===== config.mk =====
export PLATFORM = sky130hd
export DESIGN_NAME = cfs_supervisor
export DESIGN_NICKNAME = d
export VERILOG_FILES = /design/src/logic/cfs_pkg.sv /design/src/logic/cfs_supervisor.sv
export VERILOG_INCLUDE_DIRS = /design/src /design/src/logic
export SDC_FILE = /design/constraint.sdc
export NUM_CORES = 1
export LEC_CHECK = 0
export BUFFER_PORTS_ARGS = -buffer_cell sky130_fd_sc_hd__buf_2
export CAP_MARGIN = 20
export CORE_MARGIN = 5
export CORE_UTILIZATION = 38
export DETAILED_ROUTE_END_ITERATION = 12
export PLACE_DENSITY_LB_ADDON = 0.12
export SYNTH_ARGS = -nofsm -noshare
export SYNTH_HDL_FRONTEND = slang
export SYNTH_SLANG_ARGS = --single-unit
export TNS_END_PERCENT = 5

===== constraint.sdc =====
create_clock -name clk -period 3.79 [get_ports clk]
set_input_delay 0 -clock clk [delete_from_list [all_inputs] [get_ports clk]]
set_output_delay 0 -clock clk [all_outputs]
set_load 0.01 [all_outputs]

===== src/logic/cfs_cfg.svh =====
`ifndef CFS_CFG_SVH
`define CFS_CFG_SVH
`define CFS_CLK_HZ 50000000
`define CFS_SHORT_OFF_US 1000
`define CFS_SHORT_OFF_CYC ((`CFS_SHORT_OFF_US * (`CFS_CLK_HZ / 1000000)) / 1)
`define CFS_STEP_US 1600
`define CFS_STEP_CYC (`CFS_STEP_US * (`CFS_CLK_HZ / 1000000))
`define CFS_OV_US 30000
`define CFS_OV_CYC (`CFS_OV_US * (`CFS_CLK_HZ / 1000000))
`define CFS_BLINK_CYC 25000000
`define CFS_SS_STEPS 8
`define CFS_FB_NORMAL 2'h0
`define CFS_FB_COLD 2'h1
`define CFS_FB_WARM 2'h2
`endif


===== src/logic/cfs_pkg.sv =====
`default_nettype none
package cfs_pkg;
  typedef enum logic [3:0] {
    CFS_IDLE = 4'h1,
    CFS_RUN = 4'h2,
    CFS_SHORT = 4'h4,
    CFS_LATCH = 4'h8
  } cfs_state_type;
endpackage
`default_nettype wire


===== src/logic/cfs_supervisor.sv =====
`timescale 1ns/1ps
`default_nettype none
`include "cfs_cfg.svh"
// How it works
// Battery node below short threshold while charging counts as a battery short.
// On short, converter stops one millisecond, then soft-starts at precharge current.
// Every soft-start climbs to target current in eight equal 1.6 ms steps.
// While short persists, low-side switch stays undriven (non-synchronous).
// High-side turn-on blocked while battery is at or above 102 percent.
// Discharge sink enabled during battery over-voltage.
// Over-voltage lasting over thirty milliseconds disables charging.
// Charge cycle starts only inside the thermistor window; otherwise waits.
// Leaving the window suspends charging with both switches off; resume inside.
// Cold zone uses 2.1 V target and half current.
// Cool zone restores the 2.05 V target.
// Normal upper zone uses 2.05 V and full current.
// Warm zone lowers the target to 2.025 V.
// Switch short latches charger off; adapter path switch stays on.
// Short latch clears only on adapter removal and reconnection.
// Short latch makes status output blink.
// Junction regulation indication reduces charge current.
// Junction overheat turns converter off until below release point.
// Timer fault above recharge threshold clears when battery falls below, then detects.
// Timer fault below threshold applies fault current until battery rises above.
// Power-on reset or current program disable also clears timer fault.
// Status transistor on while charging, recharge included.
// Status off when complete, sleeping or disabled.
// Status blinks on suspend, input or battery over-voltage, timer fault, absence.
// Blink toggles at a fixed parameterised rate with equal on and off.
module cfs_supervisor
  import cfs_pkg::*;
#(
  parameter int SHORT_OFF_CYC = `CFS_SHORT_OFF_CYC,
  parameter int STEP_CYC = `CFS_STEP_CYC,
  parameter int OV_CYC = `CFS_OV_CYC,
  parameter int BLINK_CYC = `CFS_BLINK_CYC
) (
  input wire logic clk,
  input wire logic nrst,
  input wire logic charge_request,
  input wire logic adapter_present,
  input wire logic current_program_disable,
  input wire logic battery_short_cmp,
  input wire logic battery_ov_cmp,
  input wire logic above_cold_window_limit,
  input wire logic above_cool_zone_limit,
  input wire logic above_normal_zone_upper_limit,
  input wire logic above_warm_zone_limit,
  input wire logic above_hot_window_limit,
  input wire logic junction_regulation_hit,
  input wire logic junction_overheat_limit,
  input wire logic junction_release_below,
  input wire logic switch_short_cmp,
  input wire logic timer_expired,
  input wire logic battery_above_recharge,
  input wire logic charge_complete,
  input wire logic input_ov,
  input wire logic battery_absent,
  output logic converter_enable,
  output logic high_side_allow,
  output logic low_side_allow,
  output logic discharge_sink_on,
  output logic precharge_select,
  output logic half_current,
  output logic current_reduce,
  output logic [3:0] soft_start_step,
  output logic [1:0] fb_target_sel,
  output logic adapter_path_switch,
  output logic fault_current_on,
  output logic detect_start,
  output logic status_drive_en,
  output logic status_out
);

  // ****************************************
  // Counters and state
  // ****************************************
  cfs_state_type state_reg, state_next;
  logic [31:0] off_cnt_reg;
  logic [31:0] step_cnt_reg;
  logic [3:0] step_reg;
  logic [31:0] ov_cnt_reg;
  logic ov_disable_reg;
  logic latch_reg;
  logic adapter_d_reg;
  logic overheat_reg;
  logic timer_fault_reg;
  logic detect_reg;
  logic [31:0] blink_cnt_reg;
  logic blink_reg;
  logic short_seen_reg;

  function automatic logic cnt_done(input logic [31:0] c, input int lim);
    cnt_done = (c >= 32'(lim - 1));
  endfunction

  // ****************************************
  // Decoding
  // ****************************************
  wire in_window = above_cold_window_limit && !above_hot_window_limit;
  wire cold_zone = in_window && !above_cool_zone_limit;
  wire warm_zone = in_window && above_warm_zone_limit;
  wire adapter_rise = adapter_present && !adapter_d_reg;
  wire timer_clear = current_program_disable;
  wire ok_to_run = charge_request && adapter_present && !current_program_disable &&
                   in_window && !overheat_reg && !ov_disable_reg && !timer_fault_reg &&
                   !latch_reg && !charge_complete;
  wire charging = (state_reg == CFS_RUN) || (state_reg == CFS_SHORT);
  wire short_now = charging && battery_short_cmp;
  wire off_done = cnt_done(off_cnt_reg, SHORT_OFF_CYC);
  wire step_done = cnt_done(step_cnt_reg, STEP_CYC);
  wire ss_full = (step_reg == 4'(`CFS_SS_STEPS));

  always_comb begin
    state_next = state_reg;
    case (state_reg)
      CFS_IDLE: begin
        if (ok_to_run) begin
          state_next = CFS_RUN;
        end
      end
      CFS_RUN: begin
        if (!ok_to_run) begin
          state_next = CFS_IDLE;
        end else if (short_now) begin
          state_next = CFS_SHORT;
        end
      end
      CFS_SHORT: begin
        if (!ok_to_run) begin
          state_next = CFS_IDLE;
        end else if (off_done) begin
          state_next = CFS_RUN;
        end
      end
      CFS_LATCH: begin
        state_next = CFS_LATCH;
      end
      default: begin
        state_next = CFS_IDLE;
      end
    endcase
    if (switch_short_cmp && adapter_present) begin
      state_next = CFS_LATCH;
    end else if (state_reg == CFS_LATCH && !latch_reg) begin
      state_next = CFS_IDLE;
    end
  end

  // ****************************************
  // Sequencing
  // ****************************************
  always_ff @(posedge clk or negedge nrst) begin
    if (!nrst) begin
      state_reg <= CFS_IDLE;
      adapter_d_reg <= 1'b0;
    end else begin
      state_reg <= state_next;
      adapter_d_reg <= adapter_present;
    end
  end

  always_ff @(posedge clk or negedge nrst) begin
    if (!nrst) begin
      off_cnt_reg <= 32'h0;
    end else if (state_reg == CFS_SHORT) begin
      off_cnt_reg <= off_cnt_reg + 32'h1;
    end else begin
      off_cnt_reg <= 32'h0;
    end
  end

  // Soft-start restarts whenever the converter is not running
  always_ff @(posedge clk or negedge nrst) begin
    if (!nrst) begin
      step_reg <= 4'h0;
      step_cnt_reg <= 32'h0;
    end else if (state_reg != CFS_RUN) begin
      step_reg <= 4'h0;
      step_cnt_reg <= 32'h0;
    end else if (!ss_full) begin
      step_cnt_reg <= step_done ? 32'h0 : step_cnt_reg + 32'h1;
      step_reg <= step_done ? step_reg + 4'h1 : step_reg;
    end
  end

  // Short memory selects precharge level after recovery
  always_ff @(posedge clk or negedge nrst) begin
    if (!nrst) begin
      short_seen_reg <= 1'b0;
    end else if (state_reg == CFS_SHORT) begin
      short_seen_reg <= 1'b1;
    end else if (state_reg == CFS_IDLE) begin
      short_seen_reg <= 1'b0;
    end
  end

  always_ff @(posedge clk or negedge nrst) begin
    if (!nrst) begin
      ov_cnt_reg <= 32'h0;
      ov_disable_reg <= 1'b0;
    end else begin
      ov_cnt_reg <= battery_ov_cmp ? (cnt_done(ov_cnt_reg, OV_CYC) ? ov_cnt_reg :
                    ov_cnt_reg + 32'h1) : 32'h0;
      if (battery_ov_cmp && cnt_done(ov_cnt_reg, OV_CYC)) begin
        ov_disable_reg <= 1'b1;
      end else if (!adapter_present || current_program_disable) begin
        ov_disable_reg <= 1'b0;
      end
    end
  end

  always_ff @(posedge clk or negedge nrst) begin
    if (!nrst) begin
      latch_reg <= 1'b0;
    end else if (switch_short_cmp && adapter_present) begin
      latch_reg <= 1'b1;
    end else if (adapter_rise) begin
      latch_reg <= 1'b0;
    end
  end

  always_ff @(posedge clk or negedge nrst) begin
    if (!nrst) begin
      overheat_reg <= 1'b0;
    end else if (junction_overheat_limit) begin
      overheat_reg <= 1'b1;
    end else if (junction_release_below) begin
      overheat_reg <= 1'b0;
    end
  end

  // Timer fault: set wins over clear
  always_ff @(posedge clk or negedge nrst) begin
    if (!nrst) begin
      timer_fault_reg <= 1'b0;
      detect_reg <= 1'b0;
    end else begin
      detect_reg <= 1'b0;
      if (timer_expired && charging) begin
        timer_fault_reg <= 1'b1;
      end else if (timer_clear) begin
        timer_fault_reg <= 1'b0;
      end else if (timer_fault_reg && !battery_above_recharge && !fault_current_on) begin
        timer_fault_reg <= 1'b0;
        detect_reg <= 1'b1;
      end
    end
  end

  // Fault current runs while a below-threshold fault waits for the battery to rise
  logic fault_i_reg;
  always_ff @(posedge clk or negedge nrst) begin
    if (!nrst) begin
      fault_i_reg <= 1'b0;
    end else if (timer_expired && charging && !battery_above_recharge) begin
      fault_i_reg <= 1'b1;
    end else if (battery_above_recharge || !timer_fault_reg) begin
      fault_i_reg <= 1'b0;
    end
  end

  always_ff @(posedge clk or negedge nrst) begin
    if (!nrst) begin
      blink_cnt_reg <= 32'h0;
      blink_reg <= 1'b0;
    end else if (cnt_done(blink_cnt_reg, BLINK_CYC)) begin
      blink_cnt_reg <= 32'h0;
      blink_reg <= !blink_reg;
    end else begin
      blink_cnt_reg <= blink_cnt_reg + 32'h1;
    end
  end

  // ****************************************
  // Outputs
  // ****************************************
  wire run_now = (state_reg == CFS_RUN);
  wire blink_cond = latch_reg || (charge_request && !in_window) || input_ov ||
                    battery_ov_cmp || timer_fault_reg || battery_absent;
  wire on_cond = charging && !charge_complete;

  always_ff @(posedge clk or negedge nrst) begin
    if (!nrst) begin
      status_out <= 1'b0;
    end else if (blink_cond) begin
      status_out <= blink_reg;
    end else begin
      status_out <= on_cond;
    end
  end

  assign status_drive_en = status_out;
  assign converter_enable = run_now && !overheat_reg;
  assign high_side_allow = converter_enable && !battery_ov_cmp;
  assign low_side_allow = converter_enable && !battery_short_cmp;
  assign discharge_sink_on = battery_ov_cmp;
  assign precharge_select = short_seen_reg;
  assign half_current = cold_zone;
  assign current_reduce = junction_regulation_hit;
  assign soft_start_step = step_reg;
  assign fb_target_sel = cold_zone ? `CFS_FB_COLD :
                         (warm_zone ? `CFS_FB_WARM : `CFS_FB_NORMAL);
  assign adapter_path_switch = adapter_present;
  assign fault_current_on = fault_i_reg;
  assign detect_start = detect_reg;
endmodule
`default_nettype wire


# After elaboration in Yosys (flattened, before gate mapping)
# Cells that the tools add are included.
# classes
n_addsub	5
magnitude_cmp	4
n_eq_ne	11
muxes	37
n_reduce_logical	58
# op_table
op	n
$mux W32	7
$add A32 B1 Y32 const B	4
$mux W4	10
$ge A32 B16 Y1 const B	1
$ge A32 B17 Y1 const B	1
$ge A32 B21 Y1 const B	1
$ge A32 B25 Y1 const B	1
$logic_and A1 B1 Y1	25
$mux W1	17
$logic_not A1 Y1	16
$pmux W4 S4	1
$reduce_bool A2 Y1	6
$ne A5 B3 Y1 const B	2
$eq A4 B4 Y1 const B	2
$logic_or A1 B1 Y1	8
$add A4 B1 Y4 const B	1
$eq A4 B1 Y1 const B	1
$eq A4 B2 Y1 const B	1
$eq A4 B3 Y1 const B	1
$mux W2	2
$ne A4 B2 Y1 const B	1
$ne A4 B4 Y1 const B	1
$reduce_and A3 Y1	1
$reduce_bool A3 Y1	1
3 further kinds	3
# word_totals
register_bits	146

# Longest topological paths before layout
# depth
word_depth	12
ltp_mapped	8
depth_no_buf	7

# Least setup slack after synthesis
# No wires, ideal clock.
# synth_path
path_type	register to register
start	register state_reg[3]
end	register step_cnt_reg[31]
setup_time_ns	0.135
arrival_ns	1.797
required_ns	3.655
path_slack_ns	1.858
path_stages_with_launch	8
synth_period_minus_slack_ns	1.932
cell_sequence	dfrtp_1 > buf_2 > or4b_1 > buf_4 > o211ai_4 > nor2_2 > a41oi_1 > nor2_1
# synth_between
elab_chain_cells	2
elab_cells_between_ends	3
classes_between	eq/ne (2); mux (1)
# synth_rtl
element	line_no	rtl
from (decl)	cfs_supervisor.sv:78	cfs_state_type state_reg, state_next;
from (signal assigned)	cfs_supervisor.sv:158	state_reg <= state_next;
$ne A4 B2 Y1 (*)	cfs_supervisor.sv:178	end else if (state_reg != CFS_RUN) begin
$ne A2 B1 Y1 (no line) or $mux W32 (tied branches)	-	
to (signal assigned)	cfs_supervisor.sv:182	step_cnt_reg <= step_done ? 32'h0 : step_cnt_reg + 32'h1;
to (decl)	cfs_supervisor.sv:80	logic [31:0] step_cnt_reg;
# Mark *: on every way between the ends. The rest lies on a longest branch, timed or not.
# A chain may end at the register's enable or synchronous reset.

# Final worst setup path
# layout_path
start	register ov_cnt_reg[29]
end	register ov_cnt_reg[3]
# layout_between
elab_chain_cells	2
# layout_rtl
element	line_no	rtl
from (decl)	cfs_supervisor.sv:82	logic [31:0] ov_cnt_reg;
from (signal assigned)	cfs_supervisor.sv:203	ov_cnt_reg <= battery_ov_cmp ? (cnt_done(ov_cnt_reg, OV_CYC) ? ov_cnt_reg :
$ge A32 B21 Y1	cfs_supervisor.sv:94	cnt_done = (c >= 32'(lim - 1));
$ne A2 B2 Y1 (no line)	-	
# Every way passes these cells.

==> impl_metrics.py <==
metrics = {
    "outcome": {
        "status": "finished, final reports clean",
    },
    "timing": {
        "period_share_pct": 63.1,
        "fmax_mhz": 418,
        "slew_violations": 0,
        "tightest_slew_ns": 0.796,
        "fin_crit_ns": 2.39,
        "maxSlewHeadroom_pct": 46.9,
        "fin_skew_ns": 0.00992,
        "finalSetupViolations": 0,
        "setup_tns_ns": 0,
        "hold_viol": 0,
        "rsz0062_at_grt": "no",
    },
    "cells_and_area": {
        "final_cell_mix": "dfrtp_1, nor2_1, nand2_1, xnor2_1, nand3_1",
        "nFillCells": 1781,
        "final_area_sq_mm": 0.00843,
        "final_nets": 825,
        "instances_no_fill": 1045,
        "drive_above_1_share_pct": 11.5,
        "syn_to_final_growth_pct": 16.2,
        "num_antenna_cells": 0,
        "fin_util_pct": 44.9,
        "final_common_cell": "dfrtp_1",
    },
    "die": {
        "initial_core_util_pct": 38.7,
        "die_w_microns": 148,
        "coreArea_sq_mm": 0.0188,
        "die_area_sq_mm": 0.0220,
        "io_pins": 39,
        "die_h_microns": 148,
        "rows": 50,
    },
    "setup_path": {
        "crit_slowest_cell": "or4_2",
        "worst-setup-path-type": "reg2reg",
        "cp_max_fo": 25,
        "regToRegSetupSlack_ns": 1.40,
        "crit_start": "ov_cnt_reg[29]",
        "endpoint": "ov_cnt_reg[3]",
        "cp-end-kind": "flop",
        "start_kind": "flop",
        "worst-r2r-cell-count": 5,
        "arrival_ns": 2.74,
        "cpPeakStageDelay_ns": 0.79,
        "path_cells": "nor4_2 -> and3_1 -> nand2_1 -> or4_2 -> a21oi_1",
        "r2r-start": "ov_cnt_reg[29]",
        "reg2reg_to": "ov_cnt_reg[3]",
        "worstPathRequired_ns": 4.14,
    },
    "clock_tree": {
        "cts_resized": 0,
        "htreeDepth": 4,
        "cts_buffers": 17,
        "hold_buffers": 12,
        "clockBufferDepth": 2,
        "clock_latency_ns": 0.43,
        "cts_setup_buffers": 0,
        "clk_pin_slew_worst_paths_ns": 0.06,
        "numClockSinks": 146,
        "cts_tree": "done",
        "cts-root-buf": "clkbuf_16",
    },
    "power": {
        "power.internal_mw": 2.78,
        "peakVddDrop_mv": 0.294,
        "power_frac_seq_pct": 45.5,
        "p_sw_mw": 0.778,
        "switching_share_pct": 21.9,
        "pwr-share-comb_pct": 4.0,
        "pwr-share-clk_pct": 50.5,
        "total_leakage_power_nw": 3.44,
        "powerDensity_mw_per_mm2": 422,
    },
    "worst_hold_path": {
        "hold_path_class": "in2out",
    },
    "synth": {
        "synth-main-ff-cell": "dfrtp_1",
        "synth.cell_area_sq_mm": 0.00725,
        "synth.avg_cell_area_sq_um": 9.66,
        "synthArstFlopShare_pct": 100,
        "syn_inst": 751,
        "synth-seq-cells": 146,
        "ys_types": 62,
        "ys_seq_area_share_pct": 50.4,
        "synth_edf_count": 0,
        "ys.warnings.count": 0,
    },
    "grt": {
        "grt_usage_pct": 14.8,
        "grt_pass1_vias": 5496,
        "grt_pass1_wl_microns": 26600,
        "antenna_found_initial": 0,
        "grt_overflow": 0,
        "grt_max_degree": 120,
    },
    "place": {
        "portBuffers": 35,
        "hpwl_microns": 10200,
        "placed_cells": 999,
        "place_congestion": 0.804,
        "place_area_sq_mm": 0.00763,
    },
    "route": {
        "vias": 5579,
        "drc": 0,
        "postRouteAntennaNets": 0,
        "top_layer": "met4",
        "wirelength_microns": 15500,
        "wl_met3_microns": 383,
        "wl_met2_microns": 7270,
        "wire_per_inst_microns": 14.8,
        "drt_iter0_drc": 294,
        "wirelength_met1_microns": 7510,
        "viasPerCell": 5.34,
        "first_pass_iters": 4,
    },
    "flow_run": {
        "maxCapViolCount": 0,
    },
}
==> power by group through the flow <==
stage | logic (mW) | registers, mW | clock network (mW)
after floorplan | 0.0792 | 1.63 | 0
after global placement | 0.124 | 1.65 | 0
after detailed placement | 0.125 | 1.65 | 0
after CTS | 0.142 | 1.62 | 1.85
after global routing | 0.163 | 1.62 | 1.92
final | 0.141 | 1.62 | 1.80
==> synthesized netlist by cell type (2+ instances only) <==
| cell type | n | share of area (%) |
|---|---|---|
| a31oi_1 | 8 | 0.69 |
| nor2b_1 | 2 | 0.17 |
| nand2b_1 | 12 | 1.0 |
| ha_1 | 6 | 1.0 |
| nor4b_1 | 3 | 0.36 |
| nor4_2 | 3 | 0.52 |
| and2_1 | 14 | 1.2 |
| nand2_1 | 58 | 3.0 |
| o31a_1 | 3 | 0.36 |
| and3_1 | 19 | 1.6 |
| nand3b_1 | 2 | 0.21 |
| nor3_4 | 2 | 0.45 |
| buf_4 | 6 | 0.62 |
| a21o_1 | 2 | 0.21 |
| nor2_1 | 120 | 6.2 |
| o21a_1 | 2 | 0.21 |
| and4_1 | 10 | 1.2 |
| or4b_1 | 2 | 0.28 |
| o31ai_1 | 6 | 0.62 |
| clkbuf_1 | 12 | 0.62 |
| buf_2 | 11 | 0.76 |
| dfrtp_1 | 145 | 50 |
| nand3_1 | 37 | 2.6 |
| o41ai_1 | 2 | 0.24 |
| or3_1 | 10 | 0.86 |
| o311ai_0 | 2 | 0.24 |
| inv_1 | 23 | 1.2 |
| nand4_1 | 20 | 1.7 |
| a41oi_1 | 3 | 0.36 |
| mux2i_1 | 9 | 1.2 |
| nor4_1 | 24 | 2.1 |
| xor2_1 | 27 | 3.3 |
| nor3_1 | 25 | 1.7 |
| o211ai_1 | 4 | 0.41 |
| or4_1 | 5 | 0.52 |
| a21oi_1 | 26 | 1.8 |
| o21ai_0 | 20 | 1.4 |
| nand3_2 | 2 | 0.28 |
| xnor2_1 | 41 | 4.9 |
==> cell families (layout without fill, tap and decap cells) <==
family	count (synthesis)	after routing	synth area share, %
AOI/OAI and AO/OA	87	87	8.05
buffers and inverters	54	108	3.31
and+or+nand+nor	380	380	27.7
xor gates and xnor gates	68	68	8.21
adders and majority gates	6	6	1.03
other	1	7	0.0517
muxes	9	9	1.24
DFF	146	146	50.4
==> metrics by stage <==
step | worst slack [ns] | power [mW] | hold WS, ns
final | 1.40 | 3.56 | 0.0000219
after global routing | 1.22 | 3.70 | 0.0000599
after CTS | 1.36 | 3.61 | 0.0000686
after detailed placement | 1.39 | 1.77 | 0.0000686
after global placement | 1.42 | 1.77 | 0.0000686
after floorplan | 1.86 | 1.71 | -0.296
==> layout make-up <==
cell class              count  area (sq um)  share of cell area [%]
repair buffers             53           374                    4.44
well taps                 234           293                    3.47
inverters                  23          86.3                    1.02
multi-input cells         557          3380                    40.2
clock inverters            13           184                    2.18
clock buffers              19           453                    5.37
flip-flops and latches    146          3650                    43.4
==> worst max-delay path, delay by kind of cell, from the launching register on <==
kind	cells	cell delay (ns)
AND/OR/NAND/NOR	4	1.76
flip-flops	1	0.38
AO/OA/AOI/OAI	1	0.16
==> per-layer routing <==
layer,GRT usage [%],vias to the layer above
met5,0,-
met4,6.42,0
met3,3.23,28
met2,23.4,68
met1,19.6,2748
li1,-,2735
==> how the worst min path moves through the flow <==
stage	from	slack, ns	cells after the start	to
global route	junction_regulation_hit	0.00006	0	current_reduce
CTS	junction_regulation_hit	0.00007	0	current_reduce
detailed placement	junction_regulation_hit	0.00007	0	current_reduce
floorplan	nrst	-0.30	0	adapter_d_reg
global placement	junction_regulation_hit	0.00007	0	current_reduce
finish	junction_regulation_hit	0.00002	0	current_reduce
No activity file was read; power rests on OpenSTA's default activity.
